`src/mmg_consts.vh`:
```
`ifndef MMG_CONSTS_VH
`define MMG_CONSTS_VH
// register byte offsets
`define MMG_OFF_CMD      12'h000
`define MMG_OFF_ARG      12'h004
`define MMG_OFF_STATUS   12'h008
`define MMG_OFF_FAULT    12'h00c
`define MMG_OFF_AXIS     12'h010
`define MMG_OFF_GROUP    12'h014
// command codes, low nibble of cmd register
`define MMG_CMD_NONE     4'h0
`define MMG_CMD_VEL      4'h1
`define MMG_CMD_ABS      4'h2
`define MMG_CMD_REL      4'h3
`define MMG_CMD_ADD      4'h4
`define MMG_CMD_TRQ      4'h5
`define MMG_CMD_HALT     4'h6
`define MMG_CMD_STOP     4'h7
`define MMG_CMD_INSERT   4'h8
`define MMG_CMD_DROP     4'h9
`define MMG_CMD_DROPALL  4'ha
`define MMG_CMD_GON      4'hb
`define MMG_CMD_GOFF     4'hc
`define MMG_CMD_GMOVE    4'hd
// queueing option, cmd bits 5:4
`define MMG_Q_ABORT      2'h0
// axis control modes
`define MMG_MODE_IDLE    2'h0
`define MMG_MODE_POS     2'h1
`define MMG_MODE_VEL     2'h2
`define MMG_MODE_TRQ     2'h3
// group states
`define MMG_G_OFF        2'h0
`define MMG_G_IDLE       2'h1
`define MMG_G_MOVE       2'h2
// interpolation kinds, arg bits 13:12
`define MMG_IP_LINEAR    2'h0
`define MMG_IP_CIRCULAR  2'h1
`define MMG_IP_HELICAL   2'h2
// fault codes
`define MMG_F_NONE       16'h0000
`define MMG_F_BADCMD     16'h1001
`define MMG_F_NOTENABLED 16'h1002
`define MMG_F_GSTATE     16'h1003
`define MMG_F_EMPTY      16'h1004
`define MMG_F_OFFLINE    16'h1005
`define MMG_F_SHARED     16'h1006
`define MMG_F_MOVING     16'h1007
`define MMG_F_UNITS      16'h1008
`define MMG_F_BADIDX     16'h1009
`define MMG_F_BADIP      16'h100a
`endif

```
`src/mmg_switch.v`:
```
`timescale 1ns/1ns
module mmg_switch #(
   parameter NAX  = 4,
   parameter NGRP = 2,
   parameter NMEM = 4,
   parameter TW   = 16
) (
   // apb
   input  wire          pclk,
   input  wire          presetn,
   input  wire          psel,
   input  wire          penable,
   input  wire          pwrite,
   input  wire [11:0]   paddr,
   input  wire [31:0]   pwdata,
   output reg  [31:0]   prdata,
   output reg           pready,
   output reg           pslverr,
   // axis feedback from drives
   input  wire [NAX-1:0] axis_online,
   input  wire [NAX-1:0] axis_moving,
   input  wire [2*NAX-1:0] axis_unit,
   input  wire [NAX-1:0] torque_zero,
   // axis drive outputs for the selected axis, then per-group stop and run outputs and one group_interp shared by all groups
   output reg  [1:0]    drive_mode,
   output reg  [TW-1:0] drive_target,
   output reg           drive_ramp_to_zero,
   output reg           drive_halt,
   output reg           drive_stop,
   output reg  [NGRP-1:0] group_stop,
   output reg  [NGRP-1:0] group_run,
   output reg  [1:0]    group_interp
);
`include "mmg_consts.vh"
   localparam AW = 2;
   localparam GW = 1;
   localparam IW = 2;
   localparam S_IDLE = 2'h0;
   localparam S_BUSY = 2'h1;
   localparam S_WAIT = 2'h2;

   // command register: [3:0] code, [5:4] queueing_option, [31] execute
   reg [31:0]  cmd;
   reg [31:0]  arg;
   reg         exec_d;
   reg [1:0]   st;
   reg         done;
   reg         busy;
   reg         err;
   reg [15:0]  fault_code;
   reg [1:0]   mode [0:NAX-1];
   reg [1:0]   pend_mode [0:NAX-1];
   reg [NAX-1:0] ramping;
   reg [1:0]   gstate [0:NGRP-1];
   reg [NMEM-1:0] mem_used [0:NGRP-1];
   reg [AW-1:0] mem_axis [0:NGRP*NMEM-1];

   wire [3:0]      code = cmd[3:0];
   wire [1:0]      queueing_option = cmd[5:4];
   wire            exec_rise = cmd[31] & ~exec_d;
   wire [AW-1:0]   ax = arg[AW-1:0];
   wire [GW-1:0]   group_select = arg[GW+3:4];
   wire [IW-1:0]   member_index = arg[IW+7:8];
   wire [1:0]      ip_kind = arg[13:12];
   wire            pos_cmd = (code == `MMG_CMD_ABS) | (code == `MMG_CMD_REL)
                              | (code == `MMG_CMD_ADD);
   wire            apb_wr = psel & penable & pwrite & ~pready;
   wire            apb_rd = psel & penable & ~pwrite & ~pready;

   // per-group membership checks, one combinational always block
   reg  [NGRP-1:0] g_empty, g_offline, g_moving, g_units, g_shared;
   integer gi, mi, oj, ok;
   reg  [AW-1:0]   a0, am;
   always @* begin
      for (gi = 0; gi < NGRP; gi = gi + 1) begin
         g_empty[gi] = ~|mem_used[gi];
         g_offline[gi] = 1'b0;
         g_moving[gi] = 1'b0;
         g_units[gi] = 1'b0;
         g_shared[gi] = 1'b0;
         a0 = {AW{1'b0}};
         for (mi = NMEM - 1; mi >= 0; mi = mi - 1) begin
            if (mem_used[gi][mi])
               a0 = mem_axis[gi*NMEM+mi];
         end
         for (mi = 0; mi < NMEM; mi = mi + 1) begin
            am = mem_axis[gi*NMEM+mi];
            if (mem_used[gi][mi]) begin
               if (!axis_online[am])
                  g_offline[gi] = 1'b1;
               if (axis_moving[am])
                  g_moving[gi] = 1'b1;
               if (axis_unit[2*am +: 2] != axis_unit[2*a0 +: 2])
                  g_units[gi] = 1'b1;
               for (oj = 0; oj < NGRP; oj = oj + 1) begin
                  for (ok = 0; ok < NMEM; ok = ok + 1) begin
                     if (oj != gi && gstate[oj] != `MMG_G_OFF
                         && mem_used[oj][ok]
                         && mem_axis[oj*NMEM+ok] == am)
                        g_shared[gi] = 1'b1;
                  end
               end
            end
         end
      end
   end

   wire [1:0]  gs = gstate[group_select];
   wire [NMEM-1:0] used = mem_used[group_select];

   // command checking, returns fault code or none
   reg [15:0] chk;
   always @* begin
      chk = `MMG_F_NONE;
      case (code)
         `MMG_CMD_VEL, `MMG_CMD_ABS, `MMG_CMD_REL, `MMG_CMD_ADD,
         `MMG_CMD_TRQ, `MMG_CMD_HALT, `MMG_CMD_STOP:
            chk = `MMG_F_NONE;
         `MMG_CMD_INSERT, `MMG_CMD_DROP: begin
            if (gs == `MMG_G_MOVE)
               chk = `MMG_F_GSTATE;
            else if (code == `MMG_CMD_DROP && !used[member_index])
               chk = `MMG_F_BADIDX;
         end
         `MMG_CMD_DROPALL:
            chk = (gs == `MMG_G_MOVE) ? `MMG_F_GSTATE : `MMG_F_NONE;
         `MMG_CMD_GON: begin
            if (g_empty[group_select] || g_offline[group_select])
               chk = `MMG_F_EMPTY;
            else if (g_shared[group_select])
               chk = `MMG_F_SHARED;
            else if (g_moving[group_select])
               chk = `MMG_F_MOVING;
            else if (g_units[group_select])
               chk = `MMG_F_UNITS;
         end
         `MMG_CMD_GOFF:
            chk = `MMG_F_NONE;
         `MMG_CMD_GMOVE: begin
            if (gs != `MMG_G_IDLE)
               chk = `MMG_F_NOTENABLED;
            else if (ip_kind == 2'h3)
               chk = `MMG_F_BADIP;
         end
         default:
            chk = `MMG_F_BADCMD;
      endcase
   end

   // axis mode engine, one generate loop
   genvar ga;
   generate
      for (ga = 0; ga < NAX; ga = ga + 1) begin : g_axis
         wire take = (st == S_BUSY) && (chk == `MMG_F_NONE) && (ax == ga)
                     && (queueing_option == `MMG_Q_ABORT);
         always @(posedge pclk or negedge presetn) begin
            if (!presetn) begin
               mode[ga] <= `MMG_MODE_IDLE;
               pend_mode[ga] <= `MMG_MODE_IDLE;
               ramping[ga] <= 1'b0;
            end else if (take && (code == `MMG_CMD_HALT
                                  || code == `MMG_CMD_STOP)) begin
               mode[ga] <= `MMG_MODE_IDLE;
               ramping[ga] <= 1'b0;
            end else if (take && code == `MMG_CMD_VEL) begin
               if (mode[ga] == `MMG_MODE_TRQ) begin
                  ramping[ga] <= 1'b1;
                  pend_mode[ga] <= `MMG_MODE_VEL;
               end else begin
                  mode[ga] <= `MMG_MODE_VEL;
                  ramping[ga] <= 1'b0;
               end
            end else if (take && pos_cmd) begin
               if (mode[ga] == `MMG_MODE_TRQ) begin
                  ramping[ga] <= 1'b1;
                  pend_mode[ga] <= `MMG_MODE_POS;
               end else begin
                  mode[ga] <= `MMG_MODE_POS;
                  ramping[ga] <= 1'b0;
               end
            end else if (take && code == `MMG_CMD_TRQ) begin
               mode[ga] <= `MMG_MODE_TRQ;
               ramping[ga] <= 1'b0;
            end else if (ramping[ga] && torque_zero[ga]) begin
               mode[ga] <= pend_mode[ga];
               ramping[ga] <= 1'b0;
            end
         end
      end
   endgenerate

   // command sequencer and group state
   integer k;
   always @(posedge pclk or negedge presetn) begin
      if (!presetn) begin
         exec_d <= 1'b0;
         st <= S_IDLE;
         done <= 1'b0;
         busy <= 1'b0;
         err <= 1'b0;
         fault_code <= `MMG_F_NONE;
         for (k = 0; k < NGRP; k = k + 1) begin
            gstate[k] <= `MMG_G_OFF;
            mem_used[k] <= {NMEM{1'b0}};
         end
         for (k = 0; k < NGRP*NMEM; k = k + 1)
            mem_axis[k] <= {AW{1'b0}};
         group_stop <= {NGRP{1'b0}};
         group_run <= {NGRP{1'b0}};
         group_interp <= `MMG_IP_LINEAR;
      end else begin
         exec_d <= cmd[31];
         group_stop <= {NGRP{1'b0}};
         for (k = 0; k < NGRP; k = k + 1) begin
            if (gstate[k] == `MMG_G_MOVE && !g_moving[k] && !group_run[k])
               gstate[k] <= `MMG_G_IDLE;
            group_run[k] <= 1'b0;
         end
         case (st)
            S_IDLE: begin
               if (exec_rise) begin
                  st <= S_BUSY;
                  busy <= 1'b1;
                  done <= 1'b0;
                  err <= 1'b0;
                  fault_code <= `MMG_F_NONE;
               end
            end
            S_BUSY: begin
               st <= S_WAIT;
               busy <= 1'b0;
               if (chk != `MMG_F_NONE) begin
                  err <= 1'b1;
                  fault_code <= chk;
               end else begin
                  done <= 1'b1;
                  case (code)
                     `MMG_CMD_INSERT: begin
                        mem_used[group_select][member_index] <= 1'b1;
                        mem_axis[group_select*NMEM+member_index] <= ax;
                     end
                     `MMG_CMD_DROP: begin
                        mem_used[group_select][member_index] <= 1'b0;
                        if ((used & ~({{(NMEM-1){1'b0}}, 1'b1}
                                     << member_index)) == {NMEM{1'b0}})
                           gstate[group_select] <= `MMG_G_OFF;
                     end
                     `MMG_CMD_DROPALL: begin
                        mem_used[group_select] <= {NMEM{1'b0}};
                        gstate[group_select] <= `MMG_G_OFF;
                     end
                     `MMG_CMD_GON:
                        gstate[group_select] <= `MMG_G_IDLE;
                     `MMG_CMD_GOFF: begin
                        if (gs == `MMG_G_MOVE)
                           group_stop[group_select] <= 1'b1;
                        gstate[group_select] <= `MMG_G_OFF;
                     end
                     `MMG_CMD_GMOVE: begin
                        gstate[group_select] <= `MMG_G_MOVE;
                        group_run[group_select] <= 1'b1;
                        group_interp <= ip_kind;
                     end
                     default: begin
                     end
                  endcase
               end
            end
            S_WAIT: begin
               if (!cmd[31])
                  st <= S_IDLE;
            end
            default:
               st <= S_IDLE;
         endcase
      end
   end

   // drive outputs for the axis named in arg
   always @(posedge pclk or negedge presetn) begin
      if (!presetn) begin
         drive_mode <= `MMG_MODE_IDLE;
         drive_target <= {TW{1'b0}};
         drive_ramp_to_zero <= 1'b0;
         drive_halt <= 1'b0;
         drive_stop <= 1'b0;
      end else begin
         drive_mode <= mode[ax];
         drive_ramp_to_zero <= ramping[ax];
         // target follows arg; drive ramps from its present value
         drive_target <= arg[31:32-TW];
         drive_halt <= (st == S_BUSY) && (code == `MMG_CMD_HALT);
         drive_stop <= (st == S_BUSY) && (code == `MMG_CMD_STOP);
      end
   end

   // apb slave, one wait state
   always @(posedge pclk or negedge presetn) begin
      if (!presetn) begin
         cmd <= 32'h00000000;
         arg <= 32'h00000000;
         prdata <= 32'h00000000;
         pready <= 1'b0;
         pslverr <= 1'b0;
      end else begin
         pready <= psel & penable & ~pready;
         pslverr <= 1'b0;
         if (apb_wr) begin
            if (paddr == `MMG_OFF_CMD)
               cmd <= pwdata;
            else if (paddr == `MMG_OFF_ARG)
               arg <= pwdata;
            else
               pslverr <= 1'b1;
         end
         if (apb_rd) begin
            case (paddr)
               `MMG_OFF_CMD:    prdata <= cmd;
               `MMG_OFF_ARG:    prdata <= arg;
               `MMG_OFF_STATUS: prdata <= {29'h0, err, busy, done};
               `MMG_OFF_FAULT:  prdata <= {16'h0000, fault_code};
               `MMG_OFF_AXIS:   prdata <= {29'h0, ramping[ax], mode[ax]};
               `MMG_OFF_GROUP:  prdata <= {{(32-NMEM-2){1'b0}}, used, gs};
               default: begin
                  prdata <= 32'h00000000;
                  pslverr <= 1'b1;
               end
            endcase
         end
      end
   end
endmodule

```
`config.mk`:
```
export PLATFORM = sky130hd
export DESIGN_NAME = mmg_switch
export DESIGN_NICKNAME = d
export VERILOG_FILES = /design/src/mmg_switch.v
export VERILOG_INCLUDE_DIRS = /design/src
export SDC_FILE = /design/constraint.sdc
export NUM_CORES = 1
export LEC_CHECK = 0
export ABC_AREA = 1
export CELL_PAD_IN_SITES_DETAIL_PLACEMENT = 0
export CELL_PAD_IN_SITES_GLOBAL_PLACEMENT = 1
export CORE_AREA = 2 2 126 251
export CTS_BUF_LIST = sky130_fd_sc_hd__clkbuf_4
export DETAILED_ROUTE_END_ITERATION = 7
export DIE_AREA = 0 0 128 253
export DONT_BUFFER_PORTS = 1
export PLACE_DENSITY_LB_ADDON = 0.1
export REMOVE_ABC_BUFFERS = 1
export SLEW_MARGIN = 10
export SYNTH_ARGS = -nofsm -noshare
export SYNTH_HDL_FRONTEND = slang
export SYNTH_SLANG_ARGS = --single-unit
```
`constraint.sdc`:
```
create_clock -name pclk -period 2.24 [get_ports pclk]
set_input_delay 0.112 -clock pclk [delete_from_list [all_inputs] [get_ports pclk]]
set_output_delay 0.112 -clock pclk [all_outputs]
set_load 0.05 [all_outputs]
```
== Word level (Yosys, flattened, before mapping) ==
Cells that the tools add are included.

* Add/subtract/negate cells: 1
* Magnitude comparators: 18
* Equal/unequal tests: 84
* Shift operators: 11
* Mux-type cells: 275
* Bitwise gates (word level): 36
* Reduce and logical (&&, ||, !) cells: 131

{| class="wikitable"
|+ Operator list
! kind !! count
|-
| 32-bit case mux with 6 select lines || 1
|-
| 1-bit 2-to-1 mux || 151
|-
| 2-bit 2-to-1 mux || 70
|-
| 13-bit 2-to-1 mux || 9
|-
| 1-bit logical AND || 80
|-
| 8-bit by 4-bit variable part select with 2-bit output || 10
|-
| 13-bit case mux with 5 select lines || 1
|-
| 2-bit == test || 32
|-
| 3-bit AND reduction || 14
|-
| 1-bit binary-select mux with 2-bit select || 18
|-
| 33-bit by 4-bit >= comparator with 1-bit output (second input constant) || 1
|-
| 33-bit by 1-bit < comparator with 1-bit output (second input constant) || 1
|-
| 4-bit inverter with 33-bit output || 1
|-
| 16-bit 2-to-1 mux || 2
|-
| 4-bit 2-to-1 mux || 8
|-
| 16-bit case mux with 2 select lines || 1
|-
| 2-bit by 3-bit < comparator with 1-bit output (second input constant) || 10
|-
| 12-bit by 4-bit == test with 1-bit output (second input constant) || 2
|-
| 12-bit by 5-bit == test with 1-bit output (second input constant) || 2
|-
| 4-bit == test (second input constant) || 6
|-
| 3-bit != test (second input constant) || 8
|-
| 8-bit case mux with 3 select lines || 1
|-
| 2-bit == test (second input constant) || 11
|-
| 5-bit nonzero test || 4
|-
| other kinds (53) || 112
|}

* Flip-flop bits (word level): 195
* Input bits: 69
* Word-level logic and storage cells: 599

== Logic depth before layout (Yosys ltp) ==
Gate-level depths: netlist of run 1.

* Depth after elaboration: 37
* Depth in mapped cells: 25

== Worst setup path before layout of run 1 ==
Ideal clock, no wire load.

* Path type: register to register
* Start: register mem_axis[12] in the netlist's numbering
* End: register mode[5] in the netlist's numbering
* Library setup time: 0.122 ns
* Arrival time: 2.354 ns
* Slack: -0.235 ns
* Cell stages (with the launch flop): 19
* Buffers on the path: 2
* Clock period less this slack: 2.475 ns
* Path through: dfrtp_1 -> buf_2 -> buf_4 -> o21ai_0 -> o21ai_0 -> nand2_1 -> nand2_1 -> nor2_1 -> nand2_1 -> o21ai_2 -> nand3_2 -> a21oi_4 -> nand3_4 -> nor2_4 -> o21ai_1 -> nand3_1 -> nand2_2 -> nand2_1 -> o21ai_1

* Word-level cells in the longest chain between the ends: 35

{| class="wikitable"
|+ RTL lines
! item !! line !! source
|-
| start: declaration || mmg_switch.v:56 || <nowiki>reg [AW-1:0] mem_axis [0:NGRP*NMEM-1];</nowiki>
|-
| start signal: indexed assignment || mmg_switch.v:207 || <nowiki>mem_axis[k] <= {AW{1'b0}};</nowiki>
|-
| 2-bit == test || mmg_switch.v:99 || <nowiki>&& mem_axis[oj*NMEM+ok] == am)</nowiki>
|-
| 1-bit logical AND || mmg_switch.v:97 || <nowiki>if (oj != gi && gstate[oj] != `MMG_G_OFF</nowiki>
|-
| 1-bit 2-to-1 mux (3 in series) || mmg_switch.v:97 ||
|-
| 1-bit 2-to-1 mux || mmg_switch.v:88 || <nowiki>if (mem_used[gi][mi]) begin</nowiki>
|-
| 1-bit 2-to-1 mux (4 in series) || mmg_switch.v:97 ||
|-
| 1-bit 2-to-1 mux || mmg_switch.v:88 ||
|-
| 1-bit 2-to-1 mux (4 in series) || mmg_switch.v:97 ||
|-
| 1-bit 2-to-1 mux || mmg_switch.v:88 ||
|-
| [9 not listed] || - ||
|-
| 13-bit case mux with 5 select lines (*) || mmg_switch.v:115 || <nowiki>case (code)</nowiki>
|-
| 16-bit zero test (no line) (*) || - ||
|-
| 1-bit logical AND (*) (3 in series) || mmg_switch.v:154 || <nowiki>wire take = (st == S_BUSY) && (chk == `MMG_F_NONE) && (ax == ga)</nowiki>
|-
| 1-bit logical AND (no line) || - ||
|-
| 2-bit 2-to-1 mux || mmg_switch.v:181 || <nowiki>end else if (take && code == `MMG_CMD_TRQ) begin</nowiki>
|-
| 2-bit 2-to-1 mux || mmg_switch.v:173 || <nowiki>end else if (take && pos_cmd) begin</nowiki>
|-
| 2-bit 2-to-1 mux || mmg_switch.v:165 || <nowiki>end else if (take && code == `MMG_CMD_VEL) begin</nowiki>
|-
| 2-bit 2-to-1 mux || mmg_switch.v:161 || <nowiki>end else if (take && (code == `MMG_CMD_HALT</nowiki>
|-
| end signal: indexed assignment || mmg_switch.v:163 || <nowiki>mode[ga] <= `MMG_MODE_IDLE;</nowiki>
|-
| end signal: indexed assignment || mmg_switch.v:182 || <nowiki>mode[ga] <= `MMG_MODE_TRQ;</nowiki>
|-
| end signal: indexed assignment || mmg_switch.v:185 || <nowiki>mode[ga] <= pend_mode[ga];</nowiki>
|-
| end: declaration || mmg_switch.v:51 || <nowiki>reg [1:0] mode [0:NAX-1];</nowiki>
|}

Mark *: on every way between the ends. The rest lies on a longest branch, timed or not. The select of a mux whose other input is x is not followed.
A chain may end at the register's enable or synchronous reset.

== Worst setup path after layout of run 1 ==
* Start: register mem_axis (netlist bit am[0])
* End: register mode[4] in the netlist's numbering

* Word-level cells in the longest chain between the ends: 33

{| class="wikitable"
|+ RTL lines
! item !! line
|-
| 2-bit == test || mmg_switch.v:99
|-
| 1-bit logical AND || mmg_switch.v:97
|-
| 1-bit 2-to-1 mux || mmg_switch.v:97
|-
| 1-bit 2-to-1 mux || mmg_switch.v:88
|-
| 1-bit 2-to-1 mux (4 in series) || mmg_switch.v:97
|-
| 1-bit 2-to-1 mux || mmg_switch.v:88
|-
| 1-bit 2-to-1 mux (4 in series) || mmg_switch.v:97
|-
| 1-bit 2-to-1 mux || mmg_switch.v:88
|-
| [9 not listed] || -
|-
| 13-bit case mux with 5 select lines (*) || mmg_switch.v:115
|-
| 16-bit zero test (no line) (*) || -
|-
| 1-bit logical AND (*) (3 in series) || mmg_switch.v:154
|-
| 1-bit logical AND (no line) || -
|-
| 2-bit 2-to-1 mux || mmg_switch.v:181
|-
| 2-bit 2-to-1 mux || mmg_switch.v:173
|-
| 2-bit 2-to-1 mux || mmg_switch.v:165
|-
| 2-bit 2-to-1 mux || mmg_switch.v:161
|}

Marked as above.

==> reports/qor.yml, run 1 <==
vias_per_cell: 5.139
synth_warnings: 0
ant_nets: 0
syn_to_final_growth_pct: 36.49
vias: 10760
syn_area_per_cell_sq_um: 7.298
antenna_found_initial: 1
rr_worst_depth: 19
crit_path_end_kind: "flop"
die_y_um: 253
async_reset_ff_share_pct: 100.0
core-area_sq_um: 30510
p_leak_nw: 6.917
grt_overflow_total: 0
finClkSkew_ps: 31.92
track_usage_pct: 22.78
num_rows: 91
cts.sinks: 184
wirelength_um: 36660
power-per-cell-area_nw_per_um2: 393.7
placed_area_sq_um: 12490
fin_nets: 1776
dieArea_sq_um: 32380
rsz0062_at_grt: "yes"
clockBufferDepth: 2
comb_power_share_pct: 6.3
ys.flop_type: "dfrtp_1"
period_needed_ps: 2825
path_class: "flop to flop"
violations: "hold timing, setup timing"
fin_crit_sh_pct: 126.1
finalWorstSetupSlack_ps: -585.0
postLayoutCoreUtil_pct: 47.17
synth-edff-count: 0
dp.cells: 1968
crit_required_ps: 2800
cts.clk_slew.worst_paths_ps: 180
io_pins: 130
routabilityCongestion: 0.9007
htree_levels: 4
maxSlewViolCount: 0
port_buffers: 0
swShare_pct: 27.50
wl_per_cell_um: 17.52
synth_cells: 1445
setup_viol: 61
status: "finished, violations left"
max_slew.worst_pin.slew_ps: 548.1
internal_power_mw: 4.109
firstDrtPassIters: 5
dp_hpwl_um: 26690
insertion_delay_ps: 640
switchingPower_mw: 1.558
yosysSeqAreaShare_pct: 43.66
fin_worst_hold_slack_ps: -869.7
start_kind: "flop"
cp.arrival_ps: 3380
path_max_fanout: 6
dp_slack_ps: -922.3
rr_startpoint: "am[0]"
fin_setup_tns_ps: -27880
hold_viol_final: 185
regToRegSetupSlack_ps: -580
cp-startpoint: "am[0]"
final_cells: 2093
drc: 0
cp-endpoint: "mode[4]"
grt_pass1_vias: 10790
fin_area_sq_um: 14390
syn-cell-area_sq_um: 10550
drive_gt1_share_pct: 25.99
drv_cap: 0
grt_max_degree: 185
clock_power_share_pct: 33.3
cts_inserted_buffers: 17
drt_iter0_markers: 560
r2r_end: "mode[4]"
clock.fmax_ghz: 0.3540
ir_drop_v: 0.0003976
cts_tree: "done"
p_seq_share_pct: 60.4
root_buffer: "clkbuf_4"
initial_core_util_pct: 34.56
die_w_um: 128
synth_cell_types: 50
yosys_register_bits: 184
slew_headroom_pct: 63.13
grt_pass1_wl_um: 57440
p_total_mw: 5.667
hold_class: "input pin to async pin"
## cells in the mapped netlist, types with 2 or more instances
master / n / area (sq um)
nor4_1: 7 / 43.79
a221oi_1: 7 / 61.31
a22oi_1: 5 / 37.54
nand3_2: 5 / 50.05
o22ai_1: 8 / 50.05
nand3b_1: 4 / 30.03
buf_4: 9 / 67.56
nand4_1: 10 / 62.56
buf_1: 2 / 7.510
a21boi_0: 2 / 15.01
nor2_2: 3 / 18.77
a32oi_1: 9 / 78.83
nand2_1: 391 / 1468
clkbuf_1: 34 / 127.6
nand2_2: 2 / 12.51
nand2_4: 2 / 22.52
nor2_1: 113 / 424.2
nor2_4: 3 / 33.78
xor2_1: 2 / 17.52
o21ai_1: 21 / 105.1
o211ai_1: 3 / 22.52
o21ai_0: 170 / 850.8
nor3_1: 13 / 65.06
a211oi_1: 2 / 15.01
xnor2_1: 30 / 262.8
o31ai_1: 2 / 15.01
inv_1: 149 / 559.3
o21bai_1: 4 / 30.03
o21a_1: 2 / 15.01
a21oi_1: 97 / 485.5
nand3_1: 79 / 395.4
or2_1: 2 / 12.51
inv_2: 8 / 30.03
clkinv_1: 3 / 11.26
dfrtp_1: 184 / 4604
buf_2: 18 / 90.09
o2111ai_1: 7 / 61.31
a21o_1: 21 / 157.7
## worst max-delay path, cell delays in order (launching register included)
cell       delay, ps
dfrtp_2          480
buf_4            170
o21ai_0          150
o21ai_0          110
nand2_1           70
nand2_1           50
nor2_1            90
buf_4            140
nor2_1            70
nor2_2           160
nand3_4          110
a21oi_4          190
nand3_4          110
buf_12           150
nor2_4           170
buf_6            140
o2111ai_4         80
nand2_2          130
nand2_1           60
o21ai_1           70
## logic make-up (layout without fill, tap and decap cells)
group                  count (synthesis)  in the layout  share of synthesized area (%)
AND/OR/NAND/NOR                      638            638                          25.50
AO/OA/AOI/OAI                        368            368                          19.71
flip-flops                           184            184                          43.66
XOR/XNOR                              32             32                          2.658
buffers and inverters                223            498                          8.472
other                                  0              1                              0
## metal layers
| layer | global-route usage (%) | vias to the layer above | part of all wire (%) |
|---|---|---|---|
| li1 | - | 5278 | - |
| met1 | 28.45 | 5164 | 42 |
| met2 | 39.60 | 252 | 52 |
| met3 | 3.275 | 61 | 3.9 |
| met4 | 8.477 | 0 | 2.6 |
| met5 | 0 | - | 0 |
## layout by cell type (no fill, tap or decap), types with 14 or more instances in the layout
master         Yosys  layout
a21o_1            21      21
a21oi_1           97      90
buf_12             0      15
buf_4              9     221
buf_6              0      18
clkbuf_4           0      18
dfrtp_1          184     170
dfrtp_2            0      14
dlygate4sd3_1      0      52
inv_1            149     140
inv_2              8      14
nand2_1          391     352
nand2_2            2      31
nand3_1           79      66
nor2_1           113      91
nor2_4             3      20
o21ai_0          170     140
o21ai_1           21      40
xnor2_1           30      26
## how the worst min path moves through the flow
stage / cells after the start / end / start / slack (ps)
global placement: 0 / drive_target[11] / presetn / -170
global route: 0 / drive_target[12] / presetn / -920
floorplan: 0 / am[0] / presetn / -180
detailed placement: 0 / drive_target[11] / presetn / -170
finish: 0 / cmd[17] / presetn / -870
CTS: 0 / drive_target[12] / presetn / -930
## power groups by stage
stage | combinational [mW] | clock, mW | sequential, mW
2_1_floorplan | 0.153 | 0 | 3.48
4_1_cts | 0.342 | 1.99 | 3.42
3_5_place_dp | 0.263 | 0 | 3.48
6_report | 0.354 | 1.89 | 3.42
3_3_place_gp | 0.263 | 0 | 3.48
5_1_grt | 0.393 | 2.09 | 3.43
## repair_timing
item	4_1_cts	5_1_grt
hold endpoints to repair	269	185
pin swaps	33	52
resized for setup	129	97
setup buffers	26	18
hold buffers	52	2
setup endpoints to repair	61	67
## flip-flops by register name (all words and copies together) (netlist names), 2 cells and up
register / count
arg: 32
prdata: 32
am: 2
cmd: 32
ramping: 4
mode: 8
pend_mode: 8
st: 2
fault_code: 5
drive_target: 16
drive_mode: 2
group_interp: 2
gstate: 4
mem_used: 8
group_run: 2
group_stop: 2
mem_axis: 14
## area by class of cell
cell class / count / area (sq um)
Sequential cell: 184 / 4622
Fill cell: 3093 / 16120
Tap cell: 372 / 465.4
Clock inverter: 14 / 138.9
Antenna cell: 1 / 2.502
Multi-Input combinational cell: 1038 / 5733
Clock buffer: 18 / 135.1
Inverter: 160 / 613.1
Timing Repair Buffer: 306 / 2683
Power figures use the tool's default switching activity.
==> run 2, diff against run 1 <==
- CELL_PAD_IN_SITES_GLOBAL_PLACEMENT: 1 -> 2
- CORE_AREA: 2 2 126 251 -> 2 2 128 255
- DIE_AREA: 0 0 128 253 -> 0 0 130 257
==> run 2 against run 1 <==
- the run still ends with hold timing, setup timing left
- wire length is 9.9% higher
- largest cell class unchanged
- critical endpoint is now ramping[2]
- clock power hardly changed
- critical path depth is 1 higher
- power is 0.50% higher
- maximum frequency is 2.4% lower
- first-iteration DRC count is 3.4% higher
==> reports/qor.yml, run 2 (synthesis gave the netlist of run 1 again) <==
status: "finished, violations left"
violations: "hold timing, setup timing"
p_total_mw: 5.695  # +0.50%
die_w_um: 130  # +1.6%
slowest_stage: "dfrtp_2"
num_rows: 92  # +1.1%
path_buf_inv: 6  # +2
cp_top_family: "simple AND/OR/NAND/NOR gates"
dp_hpwl_um: 31020  # +16%
cts.clk_slew.worst_paths_ps: 170  # about the same
firstDrtPassIters: 5  # unchanged
layout_commonest_cell: "nand2_1"
crit_path_end_kind: "flop"
die_y_um: 257  # +1.6%
root_buffer: "clkbuf_4"
cp_cell_sequence: "inv_4 > buf_12 > nor2_1 > nand3_2 > nand2_1 > nor2_1 > nor2_1 > nor2_1 > nand3_2 > nand2_2 > nand3_4 > a21oi_4 > buf_4 > nand4_1 > buf_4 > inv_2 > o31ai_1 > nand2_1 > buf_4 > o21a_1"
ant_nets: 0  # unchanged
vias: 10720  # -0.37%
wl_per_cell_um: 18.94  # +8.1%
fin_setup_tns_ps: -31580  # -3706 ps
hold_class: "input pin to async pin"
start_kind: "flop"
maxSlewViolCount: 0  # unchanged
layout_common_cells: "nand2_1 (355), buf_4 (217), dfrtp_1 (173)"
track_usage_pct: 24.52  # +1.7 points
wirelength_um: 40300  # +9.9%
p_leak_nw: 6.791  # -1.8%
core-area_sq_um: 31430  # +3.0%
ir_drop_v: 0.0004395  # +11%
insertion_delay_ps: 630  # about the same
port_buffers: 0  # unchanged
finClkSkew_ps: 19.28  # -12.64 ps
top_regs: "arg: 32 flops, cmd: 32 flops, prdata: 32 flops"
grt_max_degree: 185  # unchanged
initial_core_util_pct: 33.56  # -1.0 points
grt_pass1_vias: 11110  # +3.0%
drv_cap: 0  # unchanged
rsz0062_at_grt: "yes"
grt_overflow_total: 0  # unchanged
cpPeakStageDelay_ps: 510  # +30 ps
htree_levels: 4  # unchanged
cts.sinks: 184  # unchanged
grt_pass1_wl_um: 61670  # +7.4%
io_pins: 130  # unchanged
drt_iter0_markers: 579  # +3.4%
cts_inserted_buffers: 17  # unchanged
setup_viol: 61  # unchanged
dieArea_sq_um: 33410  # +3.2%
finalWorstSetupSlack_ps: -655.0  # -70.03 ps
power-per-cell-area_nw_per_um2: 399.9  # +1.6%
path_class: "flop to flop"
hold_viol_final: 184  # -0.54%
cts_tree: "done"
cp-startpoint: "mem_used[6]"
cts_hold_buf: 41  # -21%
dp_slack_ps: -953.4  # -31.14 ps
final_cells: 2128  # +1.7%
syn_to_final_growth_pct: 35.06
drive_gt1_share_pct: 25.35  # -0.64 points
clockBufferDepth: 2  # unchanged
fin_crit_sh_pct: 129.2  # +3.1 points
drc: 0  # unchanged
vias_per_cell: 5.035  # -2.0%
fin_nets: 1760  # -0.90%
fin_area_sq_um: 14240  # -1.0%
fin_worst_hold_slack_ps: -859.2  # +10.50 ps
antenna_found_initial: 1  # unchanged
rr_startpoint: "mem_used[6]"
postLayoutCoreUtil_pct: 45.32  # -1.8 points
placed_area_sq_um: 12600  # +0.87%
clock.fmax_ghz: 0.3454  # -2.4%
dp.cells: 2020  # +2.6%
crit_required_ps: 2780  # -20 ps
max_slew.worst_pin.slew_ps: 555.5  # +7.421 ps
slew_headroom_pct: 62.63  # -0.50 points
cp.arrival_ps: 3430  # +50 ps
routabilityCongestion: 0.8516  # -5.5%
worst_path_most_repeated_cell: "nor2_1"
path_max_fanout: 6  # unchanged
period_needed_ps: 2895  # +70.03 ps
run 2: cell count changes in the layout (fill, tap and decap cells not counted), sizes merged:
| cell | before | now |
|---|---|---|
| clkinvlp | 5 | 3 |
| buf | 254 | 249 |
| bufinv | 1 | 0 |
| dlygate4sd3 | 52 | 41 |
| inv | 160 | 164 |
| clkinv | 8 | 7 |
run 2: metal layers:
metal | wire, um | track usage (%)
met1 | 13260 | 22.73
met2 | 23500 | 49.14
met5 | 0 | 0
met4 | 2174 | 12.40
met3 | 1364 | 3.846
run 2: final cells by class:
| type | instances | area (sq um) |
|---|---|---|
| Clock inverter | 14 | 157.7 |
| Tap cell | 423 | 529.3 |
| Multi-Input combinational cell | 1038 | 5628 |
| Timing Repair Buffer | 290 | 2557 |
| Clock buffer | 18 | 135.1 |
| Inverter | 160 | 614.3 |
| Sequential cell | 184 | 4618 |
| Fill cell | 3305 | 17180 |
| Antenna cell | 1 | 2.502 |
run 2: path summary, 6_finish.rpt:
kind                                         end  slack, ps  cells past startpoint
worst max-delay path                  ramping[2]       -650                     20
worst min-delay path             drive_target[3]       -860                      0
worst max register to register        ramping[2]       -650                     20
worst min register to register  drive_target[14]        430                      0
max in group asynchronous             prdata[10]       2630                      0
min in group pclk                        pslverr         10                      4
run 2: power breakdown:
part	total, mW	internal (mW)	switching, mW	leakage, nW
combinational	0.363	0.171	0.192	4.20
clock	1.91	0.531	1.37	0.153
sequential	3.43	3.35	0.0767	2.43
total	5.70	4.05	1.64	6.79
run 2: what timing repair did:
action	in CTS	in global routing
hold endpoints to repair	269	184
buffers inserted	25	10
pin swaps	47	50
setup endpoints to repair	61	62
resized for setup	125	67
